<file path="config.mk">
export PLATFORM = sky130hd
export DESIGN_NAME = tcsi_channel
export DESIGN_NICKNAME = d
export VERILOG_FILES = /design/src/verilog/tcsi_pkg.sv /design/src/verilog/tcsi_channel.sv
export SDC_FILE = /design/constraint.sdc
export NUM_CORES = 1
export LEC_CHECK = 0
export BUFFER_PORTS_ARGS = -buffer_cell sky130_fd_sc_hd__clkbuf_2
export CORE_ASPECT_RATIO = 2
export CORE_MARGIN = 2
export CORE_UTILIZATION = 25
export DETAILED_ROUTE_END_ITERATION = 16
export HOLD_SLACK_MARGIN = 0.03
export PLACE_DENSITY = 0.55
export SYNTH_ARGS = -nofsm -noshare
export SYNTH_HDL_FRONTEND = slang
export SYNTH_SLANG_ARGS = --single-unit
export TNS_END_PERCENT = 50
</file>
<file path="constraint.sdc">
create_clock -name aclk -period 2.2 [get_ports aclk]
set_input_delay 0.33 -clock aclk [delete_from_list [all_inputs] [get_ports aclk]]
set_output_delay 0.33 -clock aclk [all_outputs]
set_load 0.02 [all_outputs]
</file>
<file path="src/verilog/tcsi_pkg.sv">
// Constants for the timer channel status and interrupt block
package tcsi_pkg;

   // ==========================================================
   // Bus and data widths
   localparam int ADDR_W = 8;
   localparam int DATA_W = 32;
   localparam int VAL_W = 16;
   localparam int FLAG_W = 8;

   // ==========================================================
   // Register byte offsets
   localparam logic [ADDR_W-1:0] OFF_MODE = 8'h04;
   localparam logic [ADDR_W-1:0] OFF_VALUE_A = 8'h14;
   localparam logic [ADDR_W-1:0] OFF_VALUE_B = 8'h18;
   localparam logic [ADDR_W-1:0] OFF_VALUE_C = 8'h1c;
   localparam logic [ADDR_W-1:0] OFF_STATUS = 8'h20;
   localparam logic [ADDR_W-1:0] OFF_IRQ_SET = 8'h24;
   localparam logic [ADDR_W-1:0] OFF_IRQ_CLEAR = 8'h28;
   localparam logic [ADDR_W-1:0] OFF_IRQ_MASK = 8'h2c;

   // ==========================================================
   // Event flag positions, shared by status, enable, disable and mask
   localparam int BIT_OVERFLOW = 0;
   localparam int BIT_LOAD_OVERRUN = 1;
   localparam int BIT_MATCH_A = 2;
   localparam int BIT_MATCH_B = 3;
   localparam int BIT_MATCH_C = 4;
   localparam int BIT_LOAD_A = 5;
   localparam int BIT_LOAD_B = 6;
   localparam int BIT_EXT_TRIGGER = 7;

   // Live status positions
   localparam int BIT_CLOCK_ENABLED = 16;
   localparam int BIT_LINE_A_MIRROR = 17;
   localparam int BIT_LINE_B_MIRROR = 18;

   // Mode select position in the mode register
   localparam int BIT_WAVE_MODE = 15;

   // Flags that may be set in each mode
   localparam logic [FLAG_W-1:0] FLAGS_WAVE = 8'h9d;
   localparam logic [FLAG_W-1:0] FLAGS_CAPTURE = 8'hf3;

   // ==========================================================
   // Reset values and responses
   localparam logic [VAL_W-1:0] VALUE_RESET = 16'h0000;
   localparam logic [FLAG_W-1:0] FLAGS_RESET = 8'h00;
   localparam logic [1:0] RESP_OKAY = 2'h0;
   localparam logic [1:0] RESP_SLVERR = 2'h2;

endpackage : tcsi_pkg
</file>
<file path="src/verilog/tcsi_channel.sv">
// Timer channel value registers, event flags, interrupt mask and bus slave
//
// How it works
// - Value B is writable only in waveform mode; capture mode ignores writes.
// - Value C is always readable and writable and reads back its held value.
// - Counter overflow sets bit 0; reading status clears it.
// - Capture mode: a second unread load of A or B sets load overrun.
// - Waveform mode: counter equal to A or B sets match A or B.
// - Counter equal to C sets match C in either mode.
// - Capture mode: loading A or B sets load A or load B.
// - An external trigger sets the trigger flag; status read clears it.
// - Status bit 16 shows live whether the counter clock is enabled.
// - Status bit 17 mirrors line A: pin level or driven level.
// - Status bit 18 mirrors line B: pin level or driven level.
// - Writing ones to the enable register sets those mask bits.
// - Writing ones to the disable register clears those mask bits.
// - The mask register reads back the mask in flag bit positions.
// - Mode select bit set means waveform mode, clear means capture mode.
`timescale 1ns/100ps
`default_nettype none

module tcsi_channel (
   input wire logic aclk,
   input wire logic aresetn,
   input wire logic ce,
   input wire logic [tcsi_pkg::ADDR_W-1:0] s_axi_awaddr,
   input wire logic s_axi_awvalid,
   output logic s_axi_awready,
   input wire logic [tcsi_pkg::DATA_W-1:0] s_axi_wdata,
   input wire logic [3:0] s_axi_wstrb,
   input wire logic s_axi_wvalid,
   output logic s_axi_wready,
   output logic [1:0] s_axi_bresp,
   output logic s_axi_bvalid,
   input wire logic s_axi_bready,
   input wire logic [tcsi_pkg::ADDR_W-1:0] s_axi_araddr,
   input wire logic s_axi_arvalid,
   output logic s_axi_arready,
   output logic [tcsi_pkg::DATA_W-1:0] s_axi_rdata,
   output logic [1:0] s_axi_rresp,
   output logic s_axi_rvalid,
   input wire logic s_axi_rready,
   input wire logic [tcsi_pkg::VAL_W-1:0] counter_value,
   input wire logic count_step,
   input wire logic overflow_evt,
   input wire logic load_a_evt,
   input wire logic load_b_evt,
   input wire logic ext_trigger_evt,
   input wire logic clock_enabled,
   input wire logic line_a_io,
   input wire logic line_b_io,
   input wire logic line_a_drive,
   input wire logic line_b_drive,
   output logic irq,
   output logic wave_mode,
   output logic [tcsi_pkg::VAL_W-1:0] value_a,
   output logic [tcsi_pkg::VAL_W-1:0] value_b,
   output logic [tcsi_pkg::VAL_W-1:0] value_c
);

   // ==========================================================
   // State record
   typedef struct packed {
      logic awready;
      logic wready;
      logic aw_held;
      logic [tcsi_pkg::ADDR_W-1:0] awaddr;
      logic w_held;
      logic [tcsi_pkg::DATA_W-1:0] wdata;
      logic [3:0] wstrb;
      logic bvalid;
      logic [1:0] bresp;
      logic arready;
      logic rvalid;
      logic [tcsi_pkg::DATA_W-1:0] rdata;
      logic [1:0] rresp;
      logic wave;
      logic [tcsi_pkg::VAL_W-1:0] value_a;
      logic [tcsi_pkg::VAL_W-1:0] value_b;
      logic [tcsi_pkg::VAL_W-1:0] value_c;
      logic [tcsi_pkg::FLAG_W-1:0] flags;
      logic [tcsi_pkg::FLAG_W-1:0] mask;
      logic a_unread;
      logic b_unread;
      logic line_a_meta;
      logic line_a_sync;
      logic line_b_meta;
      logic line_b_sync;
      logic irq;
   } tcsi_state_type;

   tcsi_state_type r;
   tcsi_state_type next_r;

   logic wr_go;
   logic ar_go;
   logic [tcsi_pkg::DATA_W-1:0] status_word;

   // ==========================================================
   // Byte lane merge for 16-bit values
   function automatic logic [tcsi_pkg::VAL_W-1:0] tcsi_merge(
      input logic [tcsi_pkg::VAL_W-1:0] old_val,
      input logic [tcsi_pkg::DATA_W-1:0] data,
      input logic [3:0] strb
   );
      logic [tcsi_pkg::VAL_W-1:0] res;
      res = old_val;
      if (strb[0])
      begin
         res[7:0] = data[7:0];
      end
      if (strb[1])
      begin
         res[15:8] = data[15:8];
      end
      return res;
   endfunction : tcsi_merge

   // ==========================================================
   // Handshake qualifiers
   assign wr_go = r.aw_held && r.w_held && !r.bvalid;
   assign ar_go = s_axi_arvalid && r.arready;

   // Live status word with sticky flags in the low byte
   always_comb
   begin
      status_word = '0;
      status_word[tcsi_pkg::FLAG_W-1:0] = r.flags;
      status_word[tcsi_pkg::BIT_CLOCK_ENABLED] = clock_enabled;
      status_word[tcsi_pkg::BIT_LINE_A_MIRROR] = r.wave ? line_a_drive : r.line_a_sync;
      status_word[tcsi_pkg::BIT_LINE_B_MIRROR] = r.wave ? line_b_drive : r.line_b_sync;
   end

   // ==========================================================
   // Next state
   always_comb
   begin
      logic [tcsi_pkg::FLAG_W-1:0] set_flags;
      logic [tcsi_pkg::FLAG_W-1:0] clr_flags;
      logic read_a;
      logic read_b;
      next_r = r;
      set_flags = '0;
      clr_flags = '0;
      read_a = 1'b0;
      read_b = 1'b0;

      // Pin synchronisers
      next_r.line_a_meta = line_a_io;
      next_r.line_a_sync = r.line_a_meta;
      next_r.line_b_meta = line_b_io;
      next_r.line_b_sync = r.line_b_meta;

      // Write address and data are taken independently
      if (s_axi_awvalid && r.awready)
      begin
         next_r.aw_held = 1'b1;
         next_r.awaddr = s_axi_awaddr;
      end
      if (s_axi_wvalid && r.wready)
      begin
         next_r.w_held = 1'b1;
         next_r.wdata = s_axi_wdata;
         next_r.wstrb = s_axi_wstrb;
      end
      if (r.bvalid && s_axi_bready)
      begin
         next_r.bvalid = 1'b0;
      end

      // Register write, one cycle after both halves are held
      if (wr_go)
      begin
         next_r.aw_held = 1'b0;
         next_r.w_held = 1'b0;
         next_r.bvalid = 1'b1;
         next_r.bresp = tcsi_pkg::RESP_OKAY;
         unique case (r.awaddr)
            tcsi_pkg::OFF_MODE:
            begin
               if (r.wstrb[1])
               begin
                  next_r.wave = r.wdata[tcsi_pkg::BIT_WAVE_MODE];
               end
            end
            tcsi_pkg::OFF_VALUE_A:
            begin
               if (r.wave)
               begin
                  next_r.value_a = tcsi_merge(r.value_a, r.wdata, r.wstrb);
               end
            end
            tcsi_pkg::OFF_VALUE_B:
            begin
               if (r.wave)
               begin
                  next_r.value_b = tcsi_merge(r.value_b, r.wdata, r.wstrb);
               end
            end
            tcsi_pkg::OFF_VALUE_C:
            begin
               next_r.value_c = tcsi_merge(r.value_c, r.wdata, r.wstrb);
            end
            tcsi_pkg::OFF_IRQ_SET:
            begin
               if (r.wstrb[0])
               begin
                  next_r.mask = r.mask | r.wdata[tcsi_pkg::FLAG_W-1:0];
               end
            end
            tcsi_pkg::OFF_IRQ_CLEAR:
            begin
               if (r.wstrb[0])
               begin
                  next_r.mask = r.mask & ~r.wdata[tcsi_pkg::FLAG_W-1:0];
               end
            end
            tcsi_pkg::OFF_STATUS, tcsi_pkg::OFF_IRQ_MASK:
            begin
               next_r.bresp = tcsi_pkg::RESP_OKAY;
            end
            default:
            begin
               next_r.bresp = tcsi_pkg::RESP_SLVERR;
            end
         endcase
      end

      // Register read with its side effects
      if (r.rvalid && s_axi_rready)
      begin
         next_r.rvalid = 1'b0;
      end
      if (ar_go)
      begin
         next_r.rvalid = 1'b1;
         next_r.rresp = tcsi_pkg::RESP_OKAY;
         next_r.rdata = '0;
         unique case (s_axi_araddr)
            tcsi_pkg::OFF_MODE:
            begin
               next_r.rdata[tcsi_pkg::BIT_WAVE_MODE] = r.wave;
            end
            tcsi_pkg::OFF_VALUE_A:
            begin
               next_r.rdata[tcsi_pkg::VAL_W-1:0] = r.value_a;
               read_a = 1'b1;
            end
            tcsi_pkg::OFF_VALUE_B:
            begin
               next_r.rdata[tcsi_pkg::VAL_W-1:0] = r.value_b;
               read_b = 1'b1;
            end
            tcsi_pkg::OFF_VALUE_C:
            begin
               next_r.rdata[tcsi_pkg::VAL_W-1:0] = r.value_c;
            end
            tcsi_pkg::OFF_STATUS:
            begin
               next_r.rdata = status_word;
               clr_flags = r.flags;
            end
            tcsi_pkg::OFF_IRQ_MASK:
            begin
               next_r.rdata[tcsi_pkg::FLAG_W-1:0] = r.mask;
            end
            tcsi_pkg::OFF_IRQ_SET, tcsi_pkg::OFF_IRQ_CLEAR:
            begin
               next_r.rresp = tcsi_pkg::RESP_OKAY;
            end
            default:
            begin
               next_r.rresp = tcsi_pkg::RESP_SLVERR;
            end
         endcase
      end

      // Capture loads and unread tracking; a read clears before a load sets
      next_r.a_unread = r.a_unread && !read_a;
      next_r.b_unread = r.b_unread && !read_b;
      if (!r.wave && load_a_evt)
      begin
         next_r.value_a = counter_value;
         next_r.a_unread = 1'b1;
      end
      if (!r.wave && load_b_evt)
      begin
         next_r.value_b = counter_value;
         next_r.b_unread = 1'b1;
      end

      // Event detection
      set_flags[tcsi_pkg::BIT_OVERFLOW] = overflow_evt;
      set_flags[tcsi_pkg::BIT_LOAD_OVERRUN] = !r.wave
         && ((load_a_evt && r.a_unread && !read_a) || (load_b_evt && r.b_unread && !read_b));
      set_flags[tcsi_pkg::BIT_MATCH_A] = r.wave && count_step && (counter_value == r.value_a);
      set_flags[tcsi_pkg::BIT_MATCH_B] = r.wave && count_step && (counter_value == r.value_b);
      set_flags[tcsi_pkg::BIT_MATCH_C] = count_step && (counter_value == r.value_c);
      set_flags[tcsi_pkg::BIT_LOAD_A] = !r.wave && load_a_evt;
      set_flags[tcsi_pkg::BIT_LOAD_B] = !r.wave && load_b_evt;
      set_flags[tcsi_pkg::BIT_EXT_TRIGGER] = ext_trigger_evt;

      // Sticky flags: set wins over read clear, off-mode flags forced low
      next_r.flags = (r.flags & ~clr_flags) | set_flags;
      next_r.flags = next_r.flags & (next_r.wave ? tcsi_pkg::FLAGS_WAVE : tcsi_pkg::FLAGS_CAPTURE);
      next_r.a_unread = next_r.a_unread && !next_r.wave;  // Unread tracking idle in waveform mode
      next_r.b_unread = next_r.b_unread && !next_r.wave;

      // Interrupt level and ready signals follow the new state
      next_r.irq = |(next_r.flags & next_r.mask);
      next_r.awready = !next_r.aw_held && !next_r.bvalid;
      next_r.wready = !next_r.w_held && !next_r.bvalid;
      next_r.arready = !next_r.rvalid;
   end

   // ==========================================================
   // State register, frozen while ce is low
   always_ff @(posedge aclk)
   begin
      if (!aresetn)
      begin
         r <= '0;
      end
      else if (ce)
      begin
         r <= next_r;
      end
   end

   // Outputs straight from the state record
   assign s_axi_awready = r.awready;
   assign s_axi_wready = r.wready;
   assign s_axi_bvalid = r.bvalid;
   assign s_axi_bresp = r.bresp;
   assign s_axi_arready = r.arready;
   assign s_axi_rvalid = r.rvalid;
   assign s_axi_rdata = r.rdata;
   assign s_axi_rresp = r.rresp;
   assign irq = r.irq;
   assign wave_mode = r.wave;
   assign value_a = r.value_a;
   assign value_b = r.value_b;
   assign value_c = r.value_c;

   logic sr_read;
   assign sr_read = ce && ar_go && (s_axi_araddr == tcsi_pkg::OFF_STATUS);
endmodule : tcsi_channel

`default_nettype wire

</file>
==> results of run 1 <==
## path summary, 6_finish.rpt
kind,startpoint,end,slack [ps],cells past startpoint
max reg2reg,s_axi_bvalid$_SDFFE_PN0P_,value_c[1]$_SDFFE_PN0P_,190,7
min reg2reg,r[6]$_SDFFE_PN0P_,r[6]$_SDFFE_PN0P_,460,2
max,s_axi_bvalid$_SDFFE_PN0P_,value_c[1]$_SDFFE_PN0P_,190,7
min,s_axi_awaddr[2],r[150]$_SDFFE_PN0P_,140,3
## cell families (layout without fill, tap and decap cells)
logic type	count (synthesis)	count (layout)
mux	40	40
buf+inv	146	219
simple gates	314	314
compound gates	215	215
other cells	1	16
xor+xnor	48	48
flops	126	126
## metrics by stage
stage,utilization [%],area [um^2],cells,total power [mW],worst slack [ps]
after global routing,29.8,8720,1342,6.44,2.10
after detailed placement,27.5,8060,1309,3.12,161
after CTS,29.8,8720,1341,6.28,199
after global placement,27.5,8060,1309,3.11,162
after floorplan,-,7460,904,2.91,405
final,29.8,8720,1342,6.24,186
## cells in the final DEF, fill, tap and decap left out, types with 5 or more instances in the layout
master / instances
sky130_fd_sc_hd__bufinv_16: 5
sky130_fd_sc_hd__nand3_1: 31
sky130_fd_sc_hd__a21boi_0: 46
sky130_fd_sc_hd__nor2b_1: 46
sky130_fd_sc_hd__a21oi_1: 12
sky130_fd_sc_hd__o211a_1: 16
sky130_fd_sc_hd__a22oi_1: 45
sky130_fd_sc_hd__mux2i_1: 20
sky130_fd_sc_hd__nor4_1: 11
sky130_fd_sc_hd__conb_1: 15
sky130_fd_sc_hd__dfxtp_1: 126
sky130_fd_sc_hd__xnor2_1: 7
sky130_fd_sc_hd__and2_1: 10
sky130_fd_sc_hd__nand2_1: 158
sky130_fd_sc_hd__a21boi_1: 6
sky130_fd_sc_hd__nand4_1: 11
sky130_fd_sc_hd__nor2_1: 12
sky130_fd_sc_hd__nor3_1: 9
sky130_fd_sc_hd__o21ai_0: 43
sky130_fd_sc_hd__buf_4: 40
sky130_fd_sc_hd__clkbuf_2: 142
sky130_fd_sc_hd__o211ai_1: 16
sky130_fd_sc_hd__mux2_2: 18
sky130_fd_sc_hd__clkbuf_16: 17
sky130_fd_sc_hd__and4b_1: 6
sky130_fd_sc_hd__xor2_1: 41
## final cells by class
class	instances	area, um^2
clock inverter	11	186
timing repair buffer	183	1020
fill	3138	20600
sequential	126	2520
inverter	4	15.0
clock buffer	21	470
multi-input combinational	632	4060
tap	364	455
antenna	1	2.50
## registers in the layout, indices dropped and copies added, names as in the netlist
signal,flops
irq,1
next_r,2
r,48
s_axi_arready,1
s_axi_awready,1
s_axi_bresp,1
s_axi_bvalid,1
s_axi_rdata,19
s_axi_rresp,1
s_axi_rvalid,1
s_axi_wready,1
value_a,16
value_b,16
value_c,16
wave_mode,1
## routing by layer
| metal | up-vias | share of wire [%] | GRT usage [%] | wire (um) |
|---|---|---|---|---|
| li1 | 3184 | - | - | - |
| met1 | 3049 | 47 | 21.2 | 11300 |
| met2 | 281 | 45 | 23.7 | 10900 |
| met3 | 24 | 6.5 | 2.89 | 1570 |
| met4 | 0 | 1.6 | 4.74 | 386 |
| met5 | - | 0 | 0 | 0 |
## report_power, final
part	total [mW]	internal, mW	switching, mW
Sequential	2.41	2.34	0.0693
Combinational	0.666	0.259	0.407
Clock	3.16	2.09	1.07
## critical path: cells and delay by family (launching register included)
family / cells / cell delay, ps
DFF: 1 / 300
buffers and inverters: 1 / 260
AOI/OAI and AO/OA: 1 / 100
and+or+nand+nor: 5 / 1210
==> impl_table.tex, run 1 <==
\begin{tabular}{lr}
\hline
Metric & Value \\
\hline
\multicolumn{2}{l}{\textbf{Yosys}} \\
Area fraction in and, or, nand and nor cells after synthesis & 21.5\% \\
Library cell with the largest summed area after synthesis & sky130\_fd\_sc\_hd\_\_dfxtp\_1 \\
Most frequent cell after synthesis & sky130\_fd\_sc\_hd\_\_nand2\_1 \\
Biggest area contributors in the synthesized netlist & sky130\_fd\_sc\_hd\_\_dfxtp\_1, sky130\_fd\_sc\_hd\_\_buf\_4, sky130\_fd\_sc\_hd\_\_nand2\_1, sky130\_fd\_sc\_hd\_\_xor2\_1, sky130\_fd\_sc\_hd\_\_a21boi\_0 \\
Proportion of synthesized chip area in sequential cells & 34.0\% \\
Synthesized-area fraction occupied by xor and xnor cells & 5.67\% \\
Count of state elements after synthesis & 126 \\
Yosys top cell area share & 34.0\% \\
Area of the mapped netlist & 0.00741 mm\^{}2 \\
Most used flip-flop cell after synthesis & sky130\_fd\_sc\_hd\_\_dfxtp\_1 \\
Mux share of post-synthesis cell area & 5.83\% \\
Largest family of logic cells by synthesized area & simple AND/OR/NAND/NOR gates \\
Post-synthesis compound-gate area fraction & 20.9\% \\
Synth Area per Inst & 8.32 um\^{}2 \\
Count of mapped cells out of synthesis & 890 \\
Adder-Cell Fraction of Synth Area & 0\% \\
Async set-reset flop share out of synthesis & 0\% \\
Warnings from Yosys & 0 \\
Ranking of synthesized cells by instance count & sky130\_fd\_sc\_hd\_\_nand2\_1, sky130\_fd\_sc\_hd\_\_dfxtp\_1, sky130\_fd\_sc\_hd\_\_buf\_4 \\
Number of enable-type register cells in the synthesized netlist & 0 \\
Synth unique cells & 59 \\
\multicolumn{2}{l}{\textbf{STA}} \\
Setup repair after global routing missed its margin & false \\
Post-Route Setup TNS & 0 ps \\
Highest clock frequency the design can meet & 0.497 GHz \\
Worst clock skew & 6.73 ps \\
Minimum hold slack & 138 ps \\
Crit share post-route & 91.5\% \\
Relative slew slack & 51.1\% \\
Final Slew Violations & 0 \\
Final period demand of the worst path & 2010 ps \\
Setup-failing EPs final & 0 \\
Pin slew with the least headroom to its limit & 731 ps \\
Number of hold-slack violations in the final timing report & 0 \\
\multicolumn{2}{l}{\textbf{Worst hold path}} \\
HP Class & in2reg \\
\multicolumn{2}{l}{\textbf{Floorplan}} \\
Top-Level Pins & 177 \\
Core ar. & 0.0293 mm\^{}2 \\
Die Height & 247 um \\
Number of cell rows & 89 \\
Die width & 126 um \\
Die ar. & 0.0311 mm\^{}2 \\
Starting density of the core & 25.3\% \\
\multicolumn{2}{l}{\textbf{Clocking}} \\
Clock Path Buffers & 2 \\
Number of clock sinks seen by CTS & 126 \\
Number of hold-repair buffers added at the cts stage & 0 \\
Post-CTS setup-driven buffer insertion count & 0 \\
TritonCTS clock tree & built \\
Clock latency of the later-clocked register in the worst-skew pair & 420 ps \\
Deepest level of the CTS H-tree & 4 \\
CTS Buf Count & 17 \\
Post-cts gate resize count & 0 \\
Worst-path clk slew & 60 ps \\
Root Driver & sky130\_fd\_sc\_hd\_\_clkbuf\_16 \\
\multicolumn{2}{l}{\textbf{Final layout}} \\
Synth-to-Final Area Change & 17.8\% \\
Ratio of cells with drive above 1 in the final layout & 25.7\% \\
Final net count & 1050 \\
\multicolumn{2}{l}{\textbf{Worst setup path}} \\
Critical Path Slowest Stage Cell & sky130\_fd\_sc\_hd\_\_and3b\_1 \\
Crit path largest cell delay & 440 ps \\
Type of destination of the critical path & register \\
Critical-path cell list & and3b\_1 > nand2\_2 > nor4\_4 > buf\_4 > nand2\_1 > nand2\_1 > a21boi\_0 \\
Crit Path Class & reg2reg \\
Data arrival time of the critical path & 2310 ps \\
Crit Path Max Fanout & 18 \\
Top cell by count, worst path & sky130\_fd\_sc\_hd\_\_nand2\_1 \\
Required time worst endpoint & 2490 ps \\
Crit path launch type & register \\
\multicolumn{2}{l}{\textbf{Placement}} \\
Global placer's final weighted congestion & 0.893 \\
Port-buffer cells & 143 \\
Detail Placement HPWL & 18.5 mm \\
\multicolumn{2}{l}{\textbf{Pwr}} \\
Pleak & 3.65 nW \\
IR Drop Worst-Case VDD & 551 uV \\
Power density of the placed cells & 716 mW/mm\^{}2 \\
\multicolumn{2}{l}{\textbf{Drt}} \\
Count of antenna-violating nets left after detailed routing & 0 \\
Starting DRC count in detailed routing & 506 \\
DRC violation count after routing & 0 \\
Post-detailed-route via-to-cell ratio & 4.87 \\
WL/cell & 17.9 um \\
Via total after detailed routing & 6538 \\
Number of search-and-repair iterations in the first detailed-routing pass & 5 \\
Final wirelength & 24.1 mm \\
\multicolumn{2}{l}{\textbf{Run status}} \\
Status & complete, no violations \\
\multicolumn{2}{l}{\textbf{Global routing}} \\
Pin count of the biggest net entering global routing & 43 \\
Number of global-route vias before repair & 6078 \\
Total congestion overflow after global routing & 0 \\
Number of antenna violations at the first check in global routing & 1 \\
First-pass GRT wire length & 36.6 mm \\
Global-route total usage across every layer & 15.2\% \\
\multicolumn{2}{l}{\textbf{Flow run}} \\
Number of max-cap violations & 0 \\
\hline
\end{tabular}
No activity file was read; power rests on OpenSTA's default activity.
==> inputs of run 2 (changes only) <==
Settings changed: CORE_UTILIZATION 25 to 40, PLACE_DENSITY 0.55 to 0.74.
==> run 2 against run 1 <==
Compared with the run above: first-iteration DRC count fell by 3.0%; core utilization is 17 points higher; worst hold slack worse by 2.6 ps; clock skew increased by 2.5 ps; flip-flop and latch count stayed put; sequential power hardly changed; cell count decreased by 11%; final area is 1.9% lower; via count increased by 3.2%; critical endpoint is now irq$_SDFFE_PN0P_.
==> impl_table.tex, run 2 (synthesized netlist as in run 1, its figures left out) <==
\begin{tabular}{lr}
\hline
Metric & Value \\
\hline
\multicolumn{2}{l}{\textbf{Worst setup path}} \\
Data arrival time of the critical path & 2370 ps \\
Number of cells traversed by the worst register-to-register path & 6 \\
Critical Path Slowest Stage Cell & sky130\_fd\_sc\_hd\_\_dfxtp\_1 \\
Register-to-Register Setup Slack & 120 ps \\
Critical-path cell list & and3b\_1 > and3\_1 > a22oi\_1 > a311oi\_2 > a311oi\_1 > a21oi\_1 \\
Crit Path Max Fanout & 9 \\
Startpoint of the worst register-to-register path & r[152]\$\_SDFFE\_PN0P\_ \\
Last element of the critical path & irq\$\_SDFFE\_PN0P\_ \\
Type of destination of the critical path & register \\
Crit path largest cell delay & 470 ps \\
Worst flop-to-flop path endpoint & irq\$\_SDFFE\_PN0P\_ \\
Critical path startpoint & r[152]\$\_SDFFE\_PN0P\_ \\
Crit Path Class & reg2reg \\
Required time worst endpoint & 2490 ps \\
Crit path launch type & register \\
\multicolumn{2}{l}{\textbf{Global routing}} \\
Pin count of the biggest net entering global routing & 126 \\
Number of global-route vias before repair & 6433 \\
Global-route total usage across every layer & 22.7\% \\
Number of antenna violations at the first check in global routing & 0 \\
Total congestion overflow after global routing & 0 \\
First-pass GRT wire length & 34.3 mm \\
\multicolumn{2}{l}{\textbf{Placement}} \\
Detail Placement HPWL & 17.3 mm \\
Port-buffer cells & 143 \\
Global placer's final weighted congestion & 1.02 \\
\multicolumn{2}{l}{\textbf{Drt}} \\
Starting DRC count in detailed routing & 491 \\
Count of antenna-violating nets left after detailed routing & 0 \\
Number of search-and-repair iterations in the first detailed-routing pass & 4 \\
Post-detailed-route via-to-cell ratio & 5.65 \\
Via total after detailed routing & 6748 \\
Final wirelength & 22.6 mm \\
WL/cell & 19.0 um \\
DRC violation count after routing & 0 \\
\multicolumn{2}{l}{\textbf{Final layout}} \\
Final net count & 1051 \\
Ratio of cells with drive above 1 in the final layout & 25.9\% \\
Antenna Diode Count & 0 \\
Largest reg by FF count & r \\
Flip-flop count of the largest register, all copies and words added & 48 \\
Most common library cell in the layout ignoring fill and taps & sky130\_fd\_sc\_hd\_\_nand2\_1 \\
Synth-to-Final Area Change & 15.5\% \\
Highest-count cells in the layout ignoring fill and taps & sky130\_fd\_sc\_hd\_\_nand2\_1, sky130\_fd\_sc\_hd\_\_clkbuf\_2, sky130\_fd\_sc\_hd\_\_dfxtp\_1 \\
Filler cells & 1736 \\
\multicolumn{2}{l}{\textbf{Pwr}} \\
IR Drop Worst-Case VDD & 480 uV \\
Power density of the placed cells & 711 mW/mm\^{}2 \\
Pleak & 3.66 nW \\
Overall power & 6.08 mW \\
\multicolumn{2}{l}{\textbf{STA}} \\
Setup repair after global routing missed its margin & false \\
Worst clock skew & 9.27 ps \\
Relative slew slack & 45.8\% \\
Final Slew Violations & 0 \\
Post-Route Setup TNS & 0 ps \\
Crit share post-route & 94.5\% \\
Setup-failing EPs final & 0 \\
Highest clock frequency the design can meet & 0.481 GHz \\
Final period demand of the worst path & 2080 ps \\
Number of hold-slack violations in the final timing report & 0 \\
Pin slew with the least headroom to its limit & 811 ps \\
\multicolumn{2}{l}{\textbf{Clocking}} \\
Post-cts gate resize count & 0 \\
Number of clock sinks seen by CTS & 126 \\
Number of hold-repair buffers added at the cts stage & 0 \\
Clock Path Buffers & 2 \\
Post-CTS setup-driven buffer insertion count & 0 \\
CTS Buf Count & 17 \\
Root Driver & sky130\_fd\_sc\_hd\_\_clkbuf\_16 \\
Worst-path clk slew & 60 ps \\
TritonCTS clock tree & built \\
Clock latency of the later-clocked register in the worst-skew pair & 420 ps \\
Deepest level of the CTS H-tree & 4 \\
\multicolumn{2}{l}{\textbf{Worst hold path}} \\
Hold Crit Depth & 3 \\
HP Class & in2reg \\
\multicolumn{2}{l}{\textbf{Run status}} \\
Status & complete, no violations \\
\multicolumn{2}{l}{\textbf{Floorplan}} \\
Core ar. & 0.0182 mm\^{}2 \\
Die Height & 196 um \\
Starting density of the core & 40.7\% \\
Number of cell rows & 70 \\
Top-Level Pins & 177 \\
Die width & 100 um \\
Die ar. & 0.0197 mm\^{}2 \\
\multicolumn{2}{l}{\textbf{Flow run}} \\
Number of max-cap violations & 0 \\
\hline
\end{tabular}
[run 2: cell count changes in the layout (fill, tap and decap cells not counted), sizes merged]
cell and change:
bufinv -2, buf +1, clkinv -1, diode -1
clkbuf -2, inv +5
[run 2: stage by stage]
step / worst slack, ps / instances / util (%) / instance area (um^2) / hold slack, ps
after floorplan: 405 / 904 / - / 7460 / 435
after global placement: 128 / 1161 / 43.5 / 7920 / 443
after detailed placement: 116 / 1161 / 43.5 / 7920 / 449
after CTS: 91.6 / 1193 / 46.9 / 8550 / 122
after global routing: 0.612 / 1194 / 47.0 / 8560 / 147
final: 122 / 1194 / 47.0 / 8560 / 136
[run 2: worst min path at each step]
stage                                  from             endpoint  slack [ps]
after global placement    r[5]$_SDFFE_PN0P_    r[5]$_SDFFE_PN0P_         440
after CTS                   s_axi_awaddr[4]  r[152]$_SDFFE_PN0P_         120
final                       s_axi_awaddr[4]  r[152]$_SDFFE_PN0P_         140
after floorplan           r[5]$_SDFFE_PN0P_    r[5]$_SDFFE_PN0P_         440
after global routing        s_axi_wdata[11]  r[126]$_SDFFE_PN0P_         150
after detailed placement  r[5]$_SDFFE_PN0P_    r[5]$_SDFFE_PN0P_         450
[run 2: critical path, delay by kind of cell, from the launching register on]
| family | cells | cell delay [ps] |
|---|---|---|
| simple gates | 2 | 610 |
| compound gates | 4 | 860 |
| flops | 1 | 470 |
[run 2: metal layers]
layer / share of wire (%) / vias up / wire, um / global-route usage (%)
li1: - / 3184 / - / -
met1: 36 / 3193 / 8110 / 23.0
met2: 53 / 277 / 11900 / 40.8
met3: 4.3 / 94 / 976 / 3.79
met4: 7.3 / 0 / 1660 / 16.6
met5: 0 / - / 0 / 0
[run 2: where the power goes]
part	internal [mW]	switching [mW]	total [mW]
Sequential	2.34	0.0725	2.41
Combinational	0.266	0.408	0.674
Clock	1.87	1.12	2.99
[run 2: cell type report]
class                      instances  area [um^2]  share of cell area (%)
timing repair buffer             184         1060                    12.4
multi-input combinational        632         4060                    47.4
sequential                       126         2520                    29.5
inverter                           4         15.0                   0.175
clock inverter                    13          179                    2.09
tap                              216          270                    3.16
clock buffer                      19          453                    5.29
